## src/inc/vap_pkg.sv

```systemverilog
// ==========================================================
// vector, priority and lock constants
package vap_pkg;
    // ======================================================
    // sizes
    localparam int ADDR_W = 21;
    localparam int NSRC = 82;
    localparam int VEC_W = 7;
    localparam int ENTRY_W = 16;
    localparam logic [ADDR_W-1:0] FLASH_BYTES = 21'h010000;
    localparam logic [ADDR_W-1:0] SAF_BYTES = 21'h000080;

    // ======================================================
    // register byte offsets
    localparam logic [7:0] OFS_CTRL = 8'h00;
    localparam logic [7:0] OFS_BASE = 8'h04;
    localparam logic [7:0] OFS_LOCK = 8'h08;
    localparam logic [7:0] OFS_CAPT = 8'h0c;
    localparam logic [7:0] OFS_PWR = 8'h10;
    localparam logic [7:0] OFS_STAT = 8'h14;

    // ======================================================
    // control fields
    localparam int CTRL_PRIO_EN = 0;
    localparam int CTRL_HIGH_GLOBAL_ENABLE = 1;
    localparam int CTRL_LOW_GLOBAL_ENABLE = 2;
    localparam int CTRL_MVEC = 3;
    localparam int CTRL_ONESHOT = 4;
    localparam int CTRL_SAF = 5;
    localparam int CTRL_W = 6;
    localparam logic [CTRL_W-1:0] CTRL_RESET = 6'h00;

    // ======================================================
    // other fields and values
    localparam int LOCK_BIT = 0;
    localparam int PWR_MEMORY_VIOLATION_FLAG = 0;
    localparam int STAT_STATE_LSB = 0;
    localparam int STAT_VEC_LSB = 8;
    localparam logic [ADDR_W-1:0] BASE_RESET = 21'h000008;
    localparam logic [ADDR_W-1:0] LOW_OFFSET = 21'h000010;
    localparam logic [7:0] UNLOCK_KEY1 = 8'h55;
    localparam logic [7:0] UNLOCK_KEY2 = 8'haa;
    localparam logic MEMORY_VIOLATION_FLAG_RESET = 1'b1;

    // ======================================================
    // execution states
    typedef enum logic [1:0] {
        VAP_MAIN,
        VAP_LOW,
        VAP_HIGH,
        VAP_HIGH_OVER_LOW
    } vap_state_t;

    typedef enum logic [1:0] {
        VAP_KEY_IDLE,
        VAP_KEY_ONE,
        VAP_KEY_TWO
    } vap_key_t;
endpackage : vap_pkg

```

## src/rtl/vap_ctrl.sv

```systemverilog
// Our own choices: the AHB-Lite slave port and the placing of the registers.
`timescale 1ns/1ps
`default_nettype none
// Contract
// - single vector mode: high vector is the table base itself
// - single vector with priorities: low vector is base plus eight words
// - base resets to 000008h, giving vectors 000008h and 000018h
// - multi vector mode: vector is base plus twice the vector number
// - computed vector latched into readable capture register when taken
// - multi vector mode: source priority bits change the vector address only by ranking which vector number wins
// - failed vector fetch requests system reset and clears violation flag
// - fetch fails outside executable flash; storage area excluded when enabled
// - locked bit blocks base writes; changing it needs the unlock sequence
// - bit change accepted only after 55h then AAh to lock register
// - one-shot mode: lock may be set once per reset and then not cleared
// - rank by user priority first, then natural order
// - user priorities apply only while priority scheme enabled
// - high beats low when pending, concurrent, or low routine running
// - equal priorities never preempt; natural order picks among them
// - preempted concurrent low request dropped if low enable cleared
// - preempted running low routine resumes regardless of low enable
// - natural order: vector 0 highest, lower number wins
// - global enables untouched by hardware; state machine tracks execution
module vap_ctrl
    import vap_pkg::*;
#(
    parameter int NUM_SRC = NSRC,
    parameter logic [ADDR_W-1:0] FLASH_SIZE = FLASH_BYTES,
    parameter logic [ADDR_W-1:0] SAF_SIZE = SAF_BYTES
) (
    input wire logic hclk,
    input wire logic hresetn,
    input wire logic hsel,
    input wire logic [7:0] haddr,
    input wire logic [1:0] htrans,
    input wire logic hwrite,
    input wire logic [2:0] hsize,
    input wire logic [31:0] hwdata,
    input wire logic hready,
    output logic hreadyout,
    output logic hresp,
    output logic [31:0] hrdata,
    input wire logic [NUM_SRC-1:0] irq_flags,
    input wire logic [NUM_SRC-1:0] source_priority_bits,
    output logic irq_request,
    output logic irq_request_high,
    input wire logic core_take,
    input wire logic core_return,
    input wire logic fetch_valid,
    input wire logic [ENTRY_W-1:0] fetch_entry,
    output logic [ADDR_W-1:0] vector_address,
    output logic [VEC_W-1:0] vector_number,
    output logic [1:0] exec_state,
    output logic sys_reset_req
);
    // ======================================================
    // bus and register state
    logic wr_pend_q, wr_pend_d;
    logic [7:0] wr_addr_q, wr_addr_d;
    logic [31:0] hrdata_q, hrdata_d;
    logic [CTRL_W-1:0] ctrl_q, ctrl_d;
    logic [ADDR_W-1:0] base_q, base_d;
    logic [ADDR_W-1:0] capt_q, capt_d;
    logic locked_q, locked_d;
    logic oneshot_used_q, oneshot_used_d;
    vap_key_t key_q, key_d;
    logic memory_violation_flag_q, memory_violation_flag_d;
    vap_state_t state_q, state_d;
    logic [VEC_W-1:0] vec_q, vec_d;
    logic rst_req_q, rst_req_d;

    logic addr_phase;
    logic bus_wr;
    logic prio_en, high_global_enable, low_global_enable, mvec, saf_en;
    logic [NUM_SRC-1:0] hi_set, lo_set;
    logic hi_any, lo_any;
    logic [VEC_W-1:0] hi_idx, lo_idx;
    logic hi_ok, lo_ok, pick_high;
    logic [VEC_W-1:0] pick_idx;
    logic [ADDR_W-1:0] pick_addr;
    logic [ADDR_W-1:0] isr_addr;
    logic entry_bad, isr_bad, fault;

    assign prio_en = ctrl_q[CTRL_PRIO_EN];
    assign high_global_enable = ctrl_q[CTRL_HIGH_GLOBAL_ENABLE];
    assign low_global_enable = ctrl_q[CTRL_LOW_GLOBAL_ENABLE];
    assign mvec = ctrl_q[CTRL_MVEC];
    assign saf_en = ctrl_q[CTRL_SAF];

    // ======================================================
    // executable flash check
    function automatic logic not_exec(input logic [ADDR_W-1:0] a, input logic saf);
        logic outside;
        outside = (a >= FLASH_SIZE);
        if (saf && (a >= FLASH_SIZE - SAF_SIZE)) begin
            outside = 1'b1;
        end
        return outside;
    endfunction : not_exec

    // ======================================================
    // priority resolution
    always_comb begin
        if (prio_en) begin
            hi_set = irq_flags & source_priority_bits;
            lo_set = irq_flags & ~source_priority_bits;
        end else begin
            hi_set = irq_flags;
            lo_set = '0;
        end
    end

    vap_first #(.N(NUM_SRC), .W(VEC_W)) u_first_hi (
        .req(hi_set),
        .any(hi_any),
        .idx(hi_idx)
    );

    vap_first #(.N(NUM_SRC), .W(VEC_W)) u_first_lo (
        .req(lo_set),
        .any(lo_any),
        .idx(lo_idx)
    );

    assign hi_ok = high_global_enable & hi_any;
    assign lo_ok = prio_en & high_global_enable & low_global_enable & lo_any;

    always_comb begin
        irq_request = 1'b0;
        pick_high = 1'b0;
        case (state_q)
            VAP_MAIN: begin
                irq_request = hi_ok | lo_ok;
                pick_high = hi_ok;
            end
            VAP_LOW: begin
                irq_request = hi_ok;
                pick_high = 1'b1;
            end
            default: begin
                irq_request = 1'b0;
                pick_high = 1'b0;
            end
        endcase
    end
    assign irq_request_high = irq_request & pick_high;
    assign pick_idx = pick_high ? hi_idx : lo_idx;

    // ======================================================
    // vector address; source priority bits only pick high or low vector in single vector mode
    always_comb begin
        if (mvec) begin
            pick_addr = base_q + {{(ADDR_W-VEC_W-1){1'b0}}, pick_idx, 1'b0};
        end else if (pick_high) begin
            pick_addr = base_q;
        end else begin
            pick_addr = base_q + LOW_OFFSET;
        end
    end

    assign isr_addr = ADDR_W'({fetch_entry, 2'b00});
    assign entry_bad = not_exec(pick_addr, saf_en) | not_exec(pick_addr | 21'h000001, saf_en);
    assign isr_bad = not_exec(isr_addr, saf_en);
    assign fault = (core_take & irq_request & entry_bad) | (fetch_valid & isr_bad);

    // ======================================================
    // execution state, global enables left alone
    always_comb begin
        state_d = state_q;
        capt_d = capt_q;
        vec_d = vec_q;
        if (core_take && irq_request) begin
            capt_d = pick_addr;
            vec_d = pick_idx;
            if (state_q == VAP_LOW) begin
                state_d = VAP_HIGH_OVER_LOW;
            end else if (pick_high) begin
                state_d = VAP_HIGH;
            end else begin
                state_d = VAP_LOW;
            end
        end else if (core_return) begin
            case (state_q)
                VAP_HIGH_OVER_LOW: state_d = VAP_LOW;
                VAP_HIGH: state_d = VAP_MAIN;
                VAP_LOW: state_d = VAP_MAIN;
                default: state_d = VAP_MAIN;
            endcase
        end
        rst_req_d = fault;
    end

    // ======================================================
    // bus slave
    assign addr_phase = hsel & htrans[1] & hready;
    assign bus_wr = wr_pend_q;

    always_comb begin
        wr_pend_d = addr_phase & hwrite;
        wr_addr_d = addr_phase ? haddr : wr_addr_q;
        hrdata_d = 32'h00000000;
        if (addr_phase && !hwrite) begin
            if (haddr == OFS_CTRL) begin
                hrdata_d = 32'(ctrl_q);
            end else if (haddr == OFS_BASE) begin
                hrdata_d = 32'(base_q);
            end else if (haddr == OFS_LOCK) begin
                hrdata_d = 32'(locked_q) << LOCK_BIT;
            end else if (haddr == OFS_CAPT) begin
                hrdata_d = 32'(capt_q);
            end else if (haddr == OFS_PWR) begin
                hrdata_d = 32'(memory_violation_flag_q) << PWR_MEMORY_VIOLATION_FLAG;
            end else if (haddr == OFS_STAT) begin
                hrdata_d = (32'(state_q) << STAT_STATE_LSB) | (32'(vec_q) << STAT_VEC_LSB);
            end
        end
    end

    // ======================================================
    // register writes and lock sequence
    always_comb begin
        ctrl_d = ctrl_q;
        base_d = base_q;
        locked_d = locked_q;
        oneshot_used_d = oneshot_used_q;
        key_d = key_q;
        memory_violation_flag_d = memory_violation_flag_q;
        if (bus_wr) begin
            key_d = VAP_KEY_IDLE;
            if (wr_addr_q == OFS_CTRL) begin
                ctrl_d = hwdata[CTRL_W-1:0];
            end else if (wr_addr_q == OFS_BASE) begin
                if (!locked_q) begin
                    base_d = hwdata[ADDR_W-1:0];
                end
            end else if (wr_addr_q == OFS_LOCK) begin
                if (key_q == VAP_KEY_IDLE && hwdata[7:0] == UNLOCK_KEY1) begin
                    key_d = VAP_KEY_ONE;
                end else if (key_q == VAP_KEY_ONE && hwdata[7:0] == UNLOCK_KEY2) begin
                    key_d = VAP_KEY_TWO;
                end else if (key_q == VAP_KEY_TWO) begin
                    if (!(ctrl_q[CTRL_ONESHOT] && oneshot_used_q)) begin
                        locked_d = hwdata[LOCK_BIT];
                        if (ctrl_q[CTRL_ONESHOT] && hwdata[LOCK_BIT] && !locked_q) begin
                            oneshot_used_d = 1'b1;
                        end
                    end
                end
            end else if (wr_addr_q == OFS_PWR) begin
                memory_violation_flag_d = hwdata[PWR_MEMORY_VIOLATION_FLAG];
            end
        end
        if (fault) begin
            memory_violation_flag_d = 1'b0;
        end
    end

    always_ff @(posedge hclk or negedge hresetn) begin
        if (!hresetn) begin
            wr_pend_q <= 1'b0;
            wr_addr_q <= 8'h00;
            hrdata_q <= 32'h00000000;
            ctrl_q <= CTRL_RESET;
            base_q <= BASE_RESET;
            capt_q <= 21'h000000;
            locked_q <= 1'b0;
            oneshot_used_q <= 1'b0;
            key_q <= VAP_KEY_IDLE;
            memory_violation_flag_q <= MEMORY_VIOLATION_FLAG_RESET;
            state_q <= VAP_MAIN;
            vec_q <= 7'h00;
            rst_req_q <= 1'b0;
        end else begin
            wr_pend_q <= wr_pend_d;
            wr_addr_q <= wr_addr_d;
            hrdata_q <= hrdata_d;
            ctrl_q <= ctrl_d;
            base_q <= base_d;
            capt_q <= capt_d;
            locked_q <= locked_d;
            oneshot_used_q <= oneshot_used_d;
            key_q <= key_d;
            memory_violation_flag_q <= memory_violation_flag_d;
            state_q <= state_d;
            vec_q <= vec_d;
            rst_req_q <= rst_req_d;
        end
    end

    // ======================================================
    // outputs
    assign hreadyout = 1'b1;
    assign hresp = 1'b0;
    assign hrdata = hrdata_q;
    assign vector_address = capt_q;
    assign vector_number = vec_q;
    assign exec_state = state_q;
    assign sys_reset_req = rst_req_q;

    logic unused_ok;
    assign unused_ok = ^hsize;
endmodule : vap_ctrl
`default_nettype wire

```

## src/rtl/vap_first.sv

```systemverilog
`timescale 1ns/1ps
`default_nettype none
// ==========================================================
// lowest set index wins
module vap_first #(
    parameter int N = 82,
    parameter int W = 7
) (
    input wire logic [N-1:0] req,
    output logic any,
    output logic [W-1:0] idx
);
    always_comb begin
        any = 1'b0;
        idx = '0;
        for (int i = N - 1; i >= 0; i--) begin
            if (req[i]) begin
                any = 1'b1;
                idx = W'(i);
            end
        end
    end
endmodule : vap_first
`default_nettype wire

```

## config.mk

```make
export PLATFORM = sky130hd
export DESIGN_NAME = vap_ctrl
export DESIGN_NICKNAME = d
export VERILOG_FILES = /design/src/inc/vap_pkg.sv /design/src/rtl/vap_ctrl.sv /design/src/rtl/vap_first.sv
export SDC_FILE = /design/constraint.sdc
export NUM_CORES = 1
export LEC_CHECK = 0
export BUFFER_PORTS_ARGS = -buffer_cell sky130_fd_sc_hd__buf_2
export CORE_UTILIZATION = 53
export DETAILED_ROUTE_END_ITERATION = 8
export PLACE_DENSITY_LB_ADDON = 0.2
export SYNTH_ARGS = -nofsm -noshare
export SYNTH_HDL_FRONTEND = slang
export SYNTH_SLANG_ARGS = --single-unit
```

## constraint.sdc

```tcl
create_clock -name hclk -period 6.55 [get_ports hclk]
set_input_delay 0.9825 -clock hclk [delete_from_list [all_inputs] [get_ports hclk]]
set_output_delay 0.9825 -clock hclk [all_outputs]
set_load 0.01 [all_outputs]
```

Word-level counts from Yosys, hierarchy flattened
Index checks and enable logic that the tools add are counted.

word-level totals
  register bits after elaboration = 104
  input port bits = 233
  output and inout bits = 67
  word-level logic and storage cells = 447

cells by class
  add/sub/neg operators = 2
  $lt $le $gt $ge = 6
  equal/unequal tests = 17
  mux-type cells = 361
  bitwise logic cells = 24
  reductions and logical operators = 24

operator list
  operator                                                                  count
  7-bit two-way mux                                                         165
  1-bit two-way mux                                                         174
  82-bit AND                                                                2
  82-bit two-way mux                                                        2
  21-bit two-way mux                                                        7
  82-bit inverter                                                           1
  21-bit by 16-bit >= comparator with 1-bit output (second input constant)  2
  21-bit by 17-bit >= comparator with 1-bit output (second input constant)  2
  15-bit two-way mux                                                        2
  8-bit by 4-bit == test with 1-bit output (second input constant)          3
  8-bit by 5-bit == test with 1-bit output (second input constant)          3
  21-bit by 5-bit adder with 21-bit output (second input constant)          1
  21-bit by 8-bit adder with 21-bit output                                  1
  18-bit by 16-bit >= comparator with 1-bit output (second input constant)  1
  18-bit by 17-bit >= comparator with 1-bit output (second input constant)  1
  2-bit two-way mux                                                         9
  8-bit by 3-bit == test with 1-bit output (second input constant)          2
  8-bit zero test                                                           2
  2-bit by 15-bit bitwise OR with 15-bit output                             1
  1-bit AND                                                                 11
  1-bit logical AND                                                         10
  9-bit AND reduction                                                       1
  8-bit by 7-bit == test with 1-bit output (second input constant)          1
  8-bit == test (second input constant)                                     1
  13 further kinds                                                          29

Longest topological paths before layout
Gate-level depths: netlist of run 1.

  depth after elaboration = 97
  gate-level depth with buffers = 26
  depth with buffers taken out = 20

Hierarchy
Synthesis of run 1 repeated with hierarchy kept, for this count alone.

second synthesis, totals
  cells, all modules = 1094
  area, all modules = 8451.9 um2

modules (own cells, without submodules)
  module     times used  cells each  area an instance (um2)  seq. area each (um2)
  vap_ctrl   1           714         6327.3                  2329.7
  vap_first  2           190         1062.3                  0.0

Worst setup path after synthesis of run 1
OpenSTA, ideal clock, no wires.

  kind = input -> register
  start point = in source_priority_bits[10]
  end point = reg rst_req_q, in the netlist sys_reset_req
  setup time = 0.126 ns
  arrival time = 5.231 ns
  data required time = 6.424 ns
  setup slack = 1.192 ns
  stages on the path = 18
  path buffers = 2
  path through = nand2b_1 > a22o_1 > or3_1 > or3b_1 > buf_6 > o31a_1 > buf_2 > or3_1 > o32ai_1 > ha_1 > o21ai_0 > o21ai_0 > nand2_1 > or4_4 > a21oi_4 > xor2_1 > a31o_2 > a311o_1

between the ends
  cells in the longest elaborated chain, start to end = 24
  elaborated cells on any way between the ends = 70
  classes of those cells = 1 x add/sub; 4 x order compare; 53 x mux; 10 x bitwise; 2 x reduce/logical

ends and longest elaborated chain
  element                                           line             source
  start: declaration                                vap_ctrl.sv:44   input wire logic [NUM_SRC-1:0] source_priority_bits,
  82-bit AND                                        vap_ctrl.sv:105  hi_set = irq_flags & source_priority_bits;
  82-bit two-way mux                                vap_ctrl.sv:104  if (prio_en) begin
  1-bit two-way mux (11 in a row)                   vap_first.sv:17  if (req[i]) begin
  1-bit AND                                         vap_ctrl.sv:125  assign hi_ok = high_global_enable & hi_any;
  1-bit case mux with 2 select lines                vap_ctrl.sv:131  case (state_q)
  7-bit two-way mux (*)                             vap_ctrl.sv:147  assign pick_idx = pick_high ? hi_idx : lo_idx;
  net pick_idx[3]                                   vap_ctrl.sv:79   logic [VEC_W-1:0] pick_idx;
  21-bit by 8-bit adder with 21-bit output (*)      vap_ctrl.sv:153  pick_addr = base_q + {{(ADDR_W-VEC_W-1){1'b0}}, pick_idx, 1'b0};
  21-bit two-way mux (*)                            vap_ctrl.sv:152  if (mvec) begin
  21-bit by 16-bit >= comparator with 1-bit output  vap_ctrl.sv:95   if (saf && (a >= FLASH_SIZE - SAF_SIZE)) begin
  1-bit logical AND                                 vap_ctrl.sv:95
  1-bit two-way mux                                 vap_ctrl.sv:95
  1-bit bitwise OR (*)                              vap_ctrl.sv:162  assign entry_bad = not_exec(pick_addr, saf_en) | not_exec(pick_addr | 21'h000001, saf_en);
  1-bit AND (*)                                     vap_ctrl.sv:164  assign fault = (core_take & irq_request & entry_bad) | (fetch_valid & isr_bad);
  1-bit bitwise OR (*)                              vap_ctrl.sv:164
  net fault                                         vap_ctrl.sv:82   logic entry_bad, isr_bad, fault;
  end signal: assignment                            vap_ctrl.sv:286  rst_req_q <= rst_req_d;
  end: declaration                                  vap_ctrl.sv:70   logic rst_req_q, rst_req_d;

The timed path passes the listed nets; every way through them passes the cells marked *.
A chain may end at the register's enable or synchronous reset.

Final worst setup path of run 1
  start point = in irq_flags[71]
  end point = reg rst_req_q, in the netlist sys_reset_req

between the ends
  cells in the longest elaborated chain, start to end = 85
  elaborated cells on any way between the ends = 313
  classes of those cells = 1 x add/sub; 4 x order compare; 297 x mux; 9 x bitwise; 2 x reduce/logical

ends and longest elaborated chain
  element                                           line             source
  start: declaration                                vap_ctrl.sv:43   input wire logic [NUM_SRC-1:0] irq_flags,
  82-bit AND                                        vap_ctrl.sv:105
  82-bit two-way mux                                vap_ctrl.sv:104
  1-bit two-way mux (72 in a row)                   vap_first.sv:17
  1-bit AND                                         vap_ctrl.sv:125
  1-bit case mux with 2 select lines                vap_ctrl.sv:131
  7-bit two-way mux (*)                             vap_ctrl.sv:147
  net pick_idx[3]                                   vap_ctrl.sv:79
  21-bit by 8-bit adder with 21-bit output (*)      vap_ctrl.sv:153
  21-bit two-way mux (*)                            vap_ctrl.sv:152
  21-bit by 16-bit >= comparator with 1-bit output  vap_ctrl.sv:95
  1-bit logical AND                                 vap_ctrl.sv:95
  1-bit two-way mux                                 vap_ctrl.sv:95
  1-bit bitwise OR (*)                              vap_ctrl.sv:162
  1-bit AND (*)                                     vap_ctrl.sv:164
  1-bit bitwise OR (*)                              vap_ctrl.sv:164
  net fault                                         vap_ctrl.sv:82

Marks and branches as above.

==> out/qor.csv, run 1 <==
metric;value;unit
most common library cells after synthesis;144 x o21ai_0, 123 x nor2_1, 91 x dfrtp_1;
ys flop type;dfrtp_1;
1st-pass router iterations;6;
Top Ports;300;
RSZ-0062 raised after global routing;no;
DIE AREA;0.01781;sq mm
number of flops mapped to enable cells by yosys;0;
worst setup path class;in -> reg;
area of the multi-input gates;0.006500;sq mm
register area;0.002333;sq mm
Yosys reg bits;93;
required time worst endpoint;6.77;ns
H-tree levels;3;
Overflow after GRT;0;
vias in the first global route;9294;
CTS Hold Bufs;0;
clock latency at the later pin of the worst-skew pair;0.34;ns
Least-Margin Pin Slew;1.201;ns
hold path startpoint;oneshot_used_q$_DFFE_PN0P_;
initial cell density of the core;0.5483;
WP data arrival;6.06;ns
Post-Synthesis Cells;1172;
CTS tree;built;
reg2reg start;ctrl_q[0]$_DFFE_PN0P_;
crit path capture type;flop;
Final setup viols;0;
Final nets;1654;
Async S/R FF share, synth;1.000;
share of layout cells above drive strength 1;0.2562;
Post-DRT Antenna Nets;0;
R2R Setup Slk;0.79;ns
CTS resizes;0;
initial antenna violation count;0;
Pwr Total;2.012;mW
DRC;0;
LEAKAGE;4.747;nW
worst-path fanout max;10;
row cnt;47;
CTS buffer count;9;
Startpoint Class;primary input;
WHS Endpoint;oneshot_used_q$_DFFE_PN0P_;
WL/cell;17.43;um
DIE WIDTH;133.4;um
pre-CTS setup slack;0.5384;ns
clk slew on worst S/H paths;0.06;ns
Final Skew;0.004838;ns
Slew HR;0.1937;
Setup TNS;0;ns
Synth area leaders;dfrtp_1 25%, o21ai_0 7.9%, a22oi_1 5.9%;
final hold vios;0;
status;finished clean;
Reg2Reg Depth;17;
Final GP Congestion;0.9426;
Root Buffer;clkbuf_16;
Hold Path Depth;1;
most common cell in the netlist;o21ai_0;
Layout fillers;1490;
Worst IR Drop VDD;0.2067;mV
Period minus WS final;5.839;ns
hold slack;0.4864;ns
final wirelength;28540;um
antenna cell count;0;
Mean Syn Cell Area;7.814;sq um
Final Slew Violations;0;
total core area;0.01670;sq mm
Clock Sinks;93;
synth warn;0;
Tightest Hold Check Type;reg -> reg;
area grow syn2layout;20.25;%
largest net degree at the start of global routing;61;
Final Cycle Share;0.8914;
Iteration-0 DRC Markers;784;
Max Fclk;0.1713;GHz
sequential share of the synthesized area;0.2544;
cell taking the most area after synthesis;dfrtp_1;
postcts setup bufs;0;
PortBufs;266;
Longest Clk Path Bufs;2;
max-cap violation count;0;
power density over the cells;182.7;mW/mm^2
Synth cell types;86;
reg2reg end;sys_reset_req$_DFF_PN0_;
first-pass GRT wire length;45950;um
mapped cell area;0.009158;sq mm
vias;10280;
Die Height;133.4;um
gr usage total;0.3175;
Setup WS post-layout;0.7112;ns
Vias/cell;6.280;
top cell type's share of synthesized area;0.2487;
post-DP HPWL;22770;um
## power breakdown
part / internal (mW) / switching, mW
registers: 0.626 / 0.0701
clock network: 0.422 / 0.213
logic: 0.285 / 0.396
## final cells by class
| cell class | count | share of cell area |
|---|---|---|
| multi-input combinational | 1014 | 0.5903 |
| sequential | 93 | 0.2119 |
| timing repair buffer | 277 | 0.1332 |
| tap | 220 | 0.02500 |
| clock buffer | 10 | 0.02170 |
| clock inverter | 6 | 0.01216 |
| inverter | 17 | 0.005795 |
## worst max path at each step
stage | start | end | slack (ns) | cells after the start
4_1_cts | irq_flags[71] | sys_reset_req$_DFF_PN0_ | 0.89 | 17
6_report | irq_flags[71] | sys_reset_req$_DFF_PN0_ | 0.71 | 17
3_3_place_gp | irq_flags[69] | sys_reset_req$_DFF_PN0_ | 0.59 | 17
5_1_grt | irq_flags[79] | sys_reset_req$_DFF_PN0_ | 0.46 | 18
2_1_floorplan | source_priority_bits[10] | sys_reset_req$_DFF_PN0_ | 1.19 | 18
3_5_place_dp | irq_flags[71] | sys_reset_req$_DFF_PN0_ | 0.54 | 17
## kinds of logic (layout without fill, tap and decap cells)
| group | after synthesis | count (layout) | synth area share |
|---|---|---|---|
| buf+inv | 76 | 310 | 0.04058 |
| other cells | 2 | 13 | 0.0008201 |
| xor+xnor | 21 | 21 | 0.02008 |
| flops | 93 | 93 | 0.2544 |
| mux | 48 | 48 | 0.05780 |
| fa+ha+maj | 9 | 9 | 0.01312 |
| simple gates | 446 | 446 | 0.2510 |
| compound gates | 477 | 477 | 0.3622 |
## metal layers
metal / share of wire / global-route usage / vias to the layer above / wire, um
li1: - / - / 4966 / -
met1: 0.43 / 0.4234 / 4780 / 12220
met2: 0.48 / 0.5367 / 489 / 13610
met3: 0.076 / 0.04110 / 45 / 2164
met4: 0.019 / 0.09217 / 0 / 547
met5: 0 / 0 / - / 0
## through the flow
stage	cell area (sq um)	instances	utilization
6_report	11010	1637	0.6594
4_1_cts	11010	1637	0.6594
3_3_place_gp	10640	1621	0.6370
5_1_grt	11010	1637	0.6594
3_5_place_dp	10640	1621	0.6370
2_1_floorplan	9199	1183	-
## layout by cell type (no fill, tap or decap), drive strengths merged, types with 20 or more instances in the layout
cell and count:
a21oi 38, a22oi 72, buf 277, dfrtp 91
mux2 39, nand2 88, nand2b 51, nor2 123
nor2b 78, o2111ai 21, o211ai 20, o21ai 147
o21bai 25
## critical path, cell delays in order
cell and delay (ns):
buf_2 0.13, a22oi_1 0.25, o2111ai_1 0.27, nor4_2 0.44
or3b_1 0.48, o31a_1 0.40, or3_1 0.41, o32ai_1 0.24
ha_1 0.29, o21ai_0 0.12, o21ai_0 0.48, nand2_1 0.14
or4_4 0.47, a21oi_4 0.24, xor2_1 0.09, a31o_2 0.27
a311o_1 0.35
## registers in the layout, indices dropped and copies added (netlist names)
name                     count
bus_wr                       1
locked_q                     1
base_q                      21
oneshot_used_q               1
vector_number                7
memory_violation_flag_q      1
ctrl_q                       6
exec_state                   2
wr_addr_q                    8
vector_address              21
hrdata                      21
key_q                        2
sys_reset_req                1
Note: power is estimated with default switching activity, not from simulation.
==> run 2: changes to the inputs <==
--- a/config.mk
+++ b/config.mk
@@ -8,7 +8,8 @@
 export BUFFER_PORTS_ARGS = -buffer_cell sky130_fd_sc_hd__buf_2
 export CORE_UTILIZATION = 53
 export DETAILED_ROUTE_END_ITERATION = 8
-export PLACE_DENSITY_LB_ADDON = 0.2
+export PLACE_DENSITY = 0.9
+export SETUP_SLACK_MARGIN = 0.1
 export SYNTH_ARGS = -nofsm -noshare
 export SYNTH_HDL_FRONTEND = slang
 export SYNTH_SLANG_ARGS = --single-unit
==> constraint.sdc (replaced) <==
create_clock -name hclk -period 6.55 [get_ports hclk]
set_input_delay 1.31 -clock hclk [delete_from_list [all_inputs] [get_ports hclk]]
set_output_delay 1.31 -clock hclk [all_outputs]
set_load 0.01 [all_outputs]
==> run 2 against run 1 <==
Compared with the run above: fmax shrank 3.1%; global-route usage grew 2.1 points; flip-flop and latch count is the same; power shrank 1.7%; via count grew 4.6%; largest cell class unchanged; utilization shrank 0.14 points; sequential power grew 0.6%.
==> out/qor.csv, run 2 (same netlist as run 1, synthesis figures left out) <==
metric;value;unit
status;finished clean;
DRC;0;
most frequent cells in the layout;265 x buf_2, 144 x o21ai_0, 122 x nor2_1;
worst-path fanout max;6;
Reg2Reg Depth;18;
R2R Setup Slk;0.68;ns
reg2reg end;sys_reset_req$_DFF_PN0_;
final instance area;0.01099;sq mm
dpl cell area;0.01065;sq mm
total core area;0.01670;sq mm
required time worst endpoint;6.78;ns
crit-path cells;buf_2 > a22oi_1 > o2111ai_1 > nor4_1 > or3b_1 > o31ai_2 > nor4_1 > o21ai_0 > nand2_1 > ha_1 > a211oi_1 > o21ai_0 > nand2_1 > or4_4 > a21oi_4 > xor2_1 > a31o_2 > a311o_1;
crit path capture type;flop;
row cnt;47;
share of layout cells above drive strength 1;0.2567;
Startpoint Class;primary input;
post-DP HPWL;23730;um
Layout fillers;1390;
Top Ports;300;
Internal Power;1.286;mW
Final GP Congestion;0.9256;
DIE WIDTH;133.4;um
switch share;0.3497;
CP bufs+invs;1;
area grow syn2layout;19.99;%
Iteration-0 DRC Markers;963;
Final Skew;0.005468;ns
CTS buffer count;9;
Gate power share;0.350;
critical path depth;18;
initial antenna violation count;1;
initial cell density of the core;0.5483;
clock latency at the later pin of the worst-skew pair;0.35;ns
first-pass GRT wire length;48740;um
CTS resizes;0;
final wirelength;30350;um
DIE AREA;0.01781;sq mm
Final setup viols;0;
commonest non-fill, non-tap cell in the layout;buf_2;
CTS tree;built;
max-cap violation count;0;
1st-pass router iterations;7;
clock share of power;0.296;
Slew HR;0.2307;
LEAKAGE;4.736;nW
Post-DRT Antenna Nets;0;
Critical Path End;sys_reset_req$_DFF_PN0_;
Final nets;1659;
crit path from;irq_flags[24];
register share of total power;0.354;
Vias/cell;6.545;
hold path startpoint;oneshot_used_q$_DFFE_PN0P_;
WL/cell;18.47;um
Root Buffer;clkbuf_16;
Pwr Total;1.977;mW
CP delay by family, top;compound AO/OA/AOI/OAI gates;
max incr delay on CP;0.50;ns
largest net degree at the start of global routing;63;
postcts setup bufs;0;
Worst IR Drop VDD;0.2271;mV
Max Fclk;0.1659;GHz
Die Height;133.4;um
reg2reg start;ctrl_q[0]$_DFFE_PN0P_;
area of the multi-input gates;0.006500;sq mm
Overflow after GRT;0;
Least-Margin Pin Slew;1.154;ns
Clock Sinks;93;
Setup TNS;0;ns
final hold vios;0;
net switching power;691.4;uW
register area;0.002333;sq mm
RSZ-0062 raised after global routing;no;
gr usage total;0.3385;
WP data arrival;6.25;ns
H-tree levels;3;
Tightest Hold Check Type;reg -> reg;
Longest Clk Path Bufs;2;
Final Slew Violations;0;
PortBufs;266;
worst setup path class;in -> reg;
vias in the first global route;9904;
clk slew on worst S/H paths;0.06;ns
CTS Hold Bufs;0;
Final Cycle Share;0.9202;
power density over the cells;179.9;mW/mm^2
vias;10750;
Period minus WS final;6.027;ns
slowest cell on the critical path;o31ai_2;
run 2: cell count changes in the layout (fill, tap and decap cells not counted):
| cell | change |
|---|---|
| buf_12 | -2 |
| clkbuf_1 | +3 |
| clkinv_4 | -1 |
| clkinvlp_4 | +1 |
| buf_4 | +7 |
| diode_2 | +1 |
| clkinv_2 | -1 |
| clkbuf_8 | -1 |
| bufinv_16 | -1 |
run 2: cell type report:
cell class / count / share of cell area
timing repair buffer: 282 / 0.1346
multi-input combinational: 1014 / 0.5916
tap: 220 / 0.02505
sequential: 93 / 0.2124
antenna: 1 / 0.0002277
clock buffer: 12 / 0.02152
inverter: 17 / 0.005807
clock inverter: 4 / 0.008882
run 2: worst register-to-register path, delay by kind of cell, from the launching register on:
kind	cells	cell delay, ns
AOI/OAI and AO/OA	9	2.41
xor gates and xnor gates	1	0.13
adders and majority gates	1	0.38
buffers and inverters	1	0.32
DFF	1	0.74
and+or+nand+nor	6	1.78
run 2: worst min-delay path by stage:
stage / depth (start not counted) / end / slack (ns)
after CTS: 1 / oneshot_used_q$_DFFE_PN0P_ / 0.48
after detailed placement: 1 / oneshot_used_q$_DFFE_PN0P_ / 0.47
after global routing: 1 / oneshot_used_q$_DFFE_PN0P_ / 0.52
final: 1 / oneshot_used_q$_DFFE_PN0P_ / 0.48
after floorplan: 1 / key_q[1]$_DFFE_PN0P_ / 0.44
after global placement: 1 / oneshot_used_q$_DFFE_PN0P_ / 0.46
run 2: routing by layer:
metal	vias up	wire length, um	part of all wire	GRT usage
li1	4966	-	-	-
met1	5066	12160	0.40	0.4255
met2	633	14840	0.49	0.5885
met3	89	2386	0.079	0.04262
met4	0	957	0.032	0.1332
met5	-	0	0	0
run 2: power groups by stage:
stage | sequential (mW) | clock, mW | combinational (mW)
after global placement | 0.703 | 0 | 0.657
final | 0.700 | 0.585 | 0.692
after CTS | 0.697 | 0.586 | 0.681
after global routing | 0.706 | 0.609 | 0.757
after detailed placement | 0.706 | 0 | 0.675
after floorplan | 0.688 | 0 | 0.410
run 2: per-stage QoR:
| step | utilization | setup WS (ns) | hold WS [ns] | instances |
|---|---|---|---|---|
| after floorplan | - | 0.8649 | 0.4377 | 1183 |
| after global routing | 0.6579 | 0.2539 | 0.5214 | 1643 |
| after detailed placement | 0.6378 | 0.2638 | 0.4671 | 1626 |
| after CTS | 0.6578 | 0.5864 | 0.4838 | 1642 |
| final | 0.6579 | 0.5227 | 0.4847 | 1643 |
| after global placement | 0.6378 | 0.3837 | 0.4607 | 1626 |
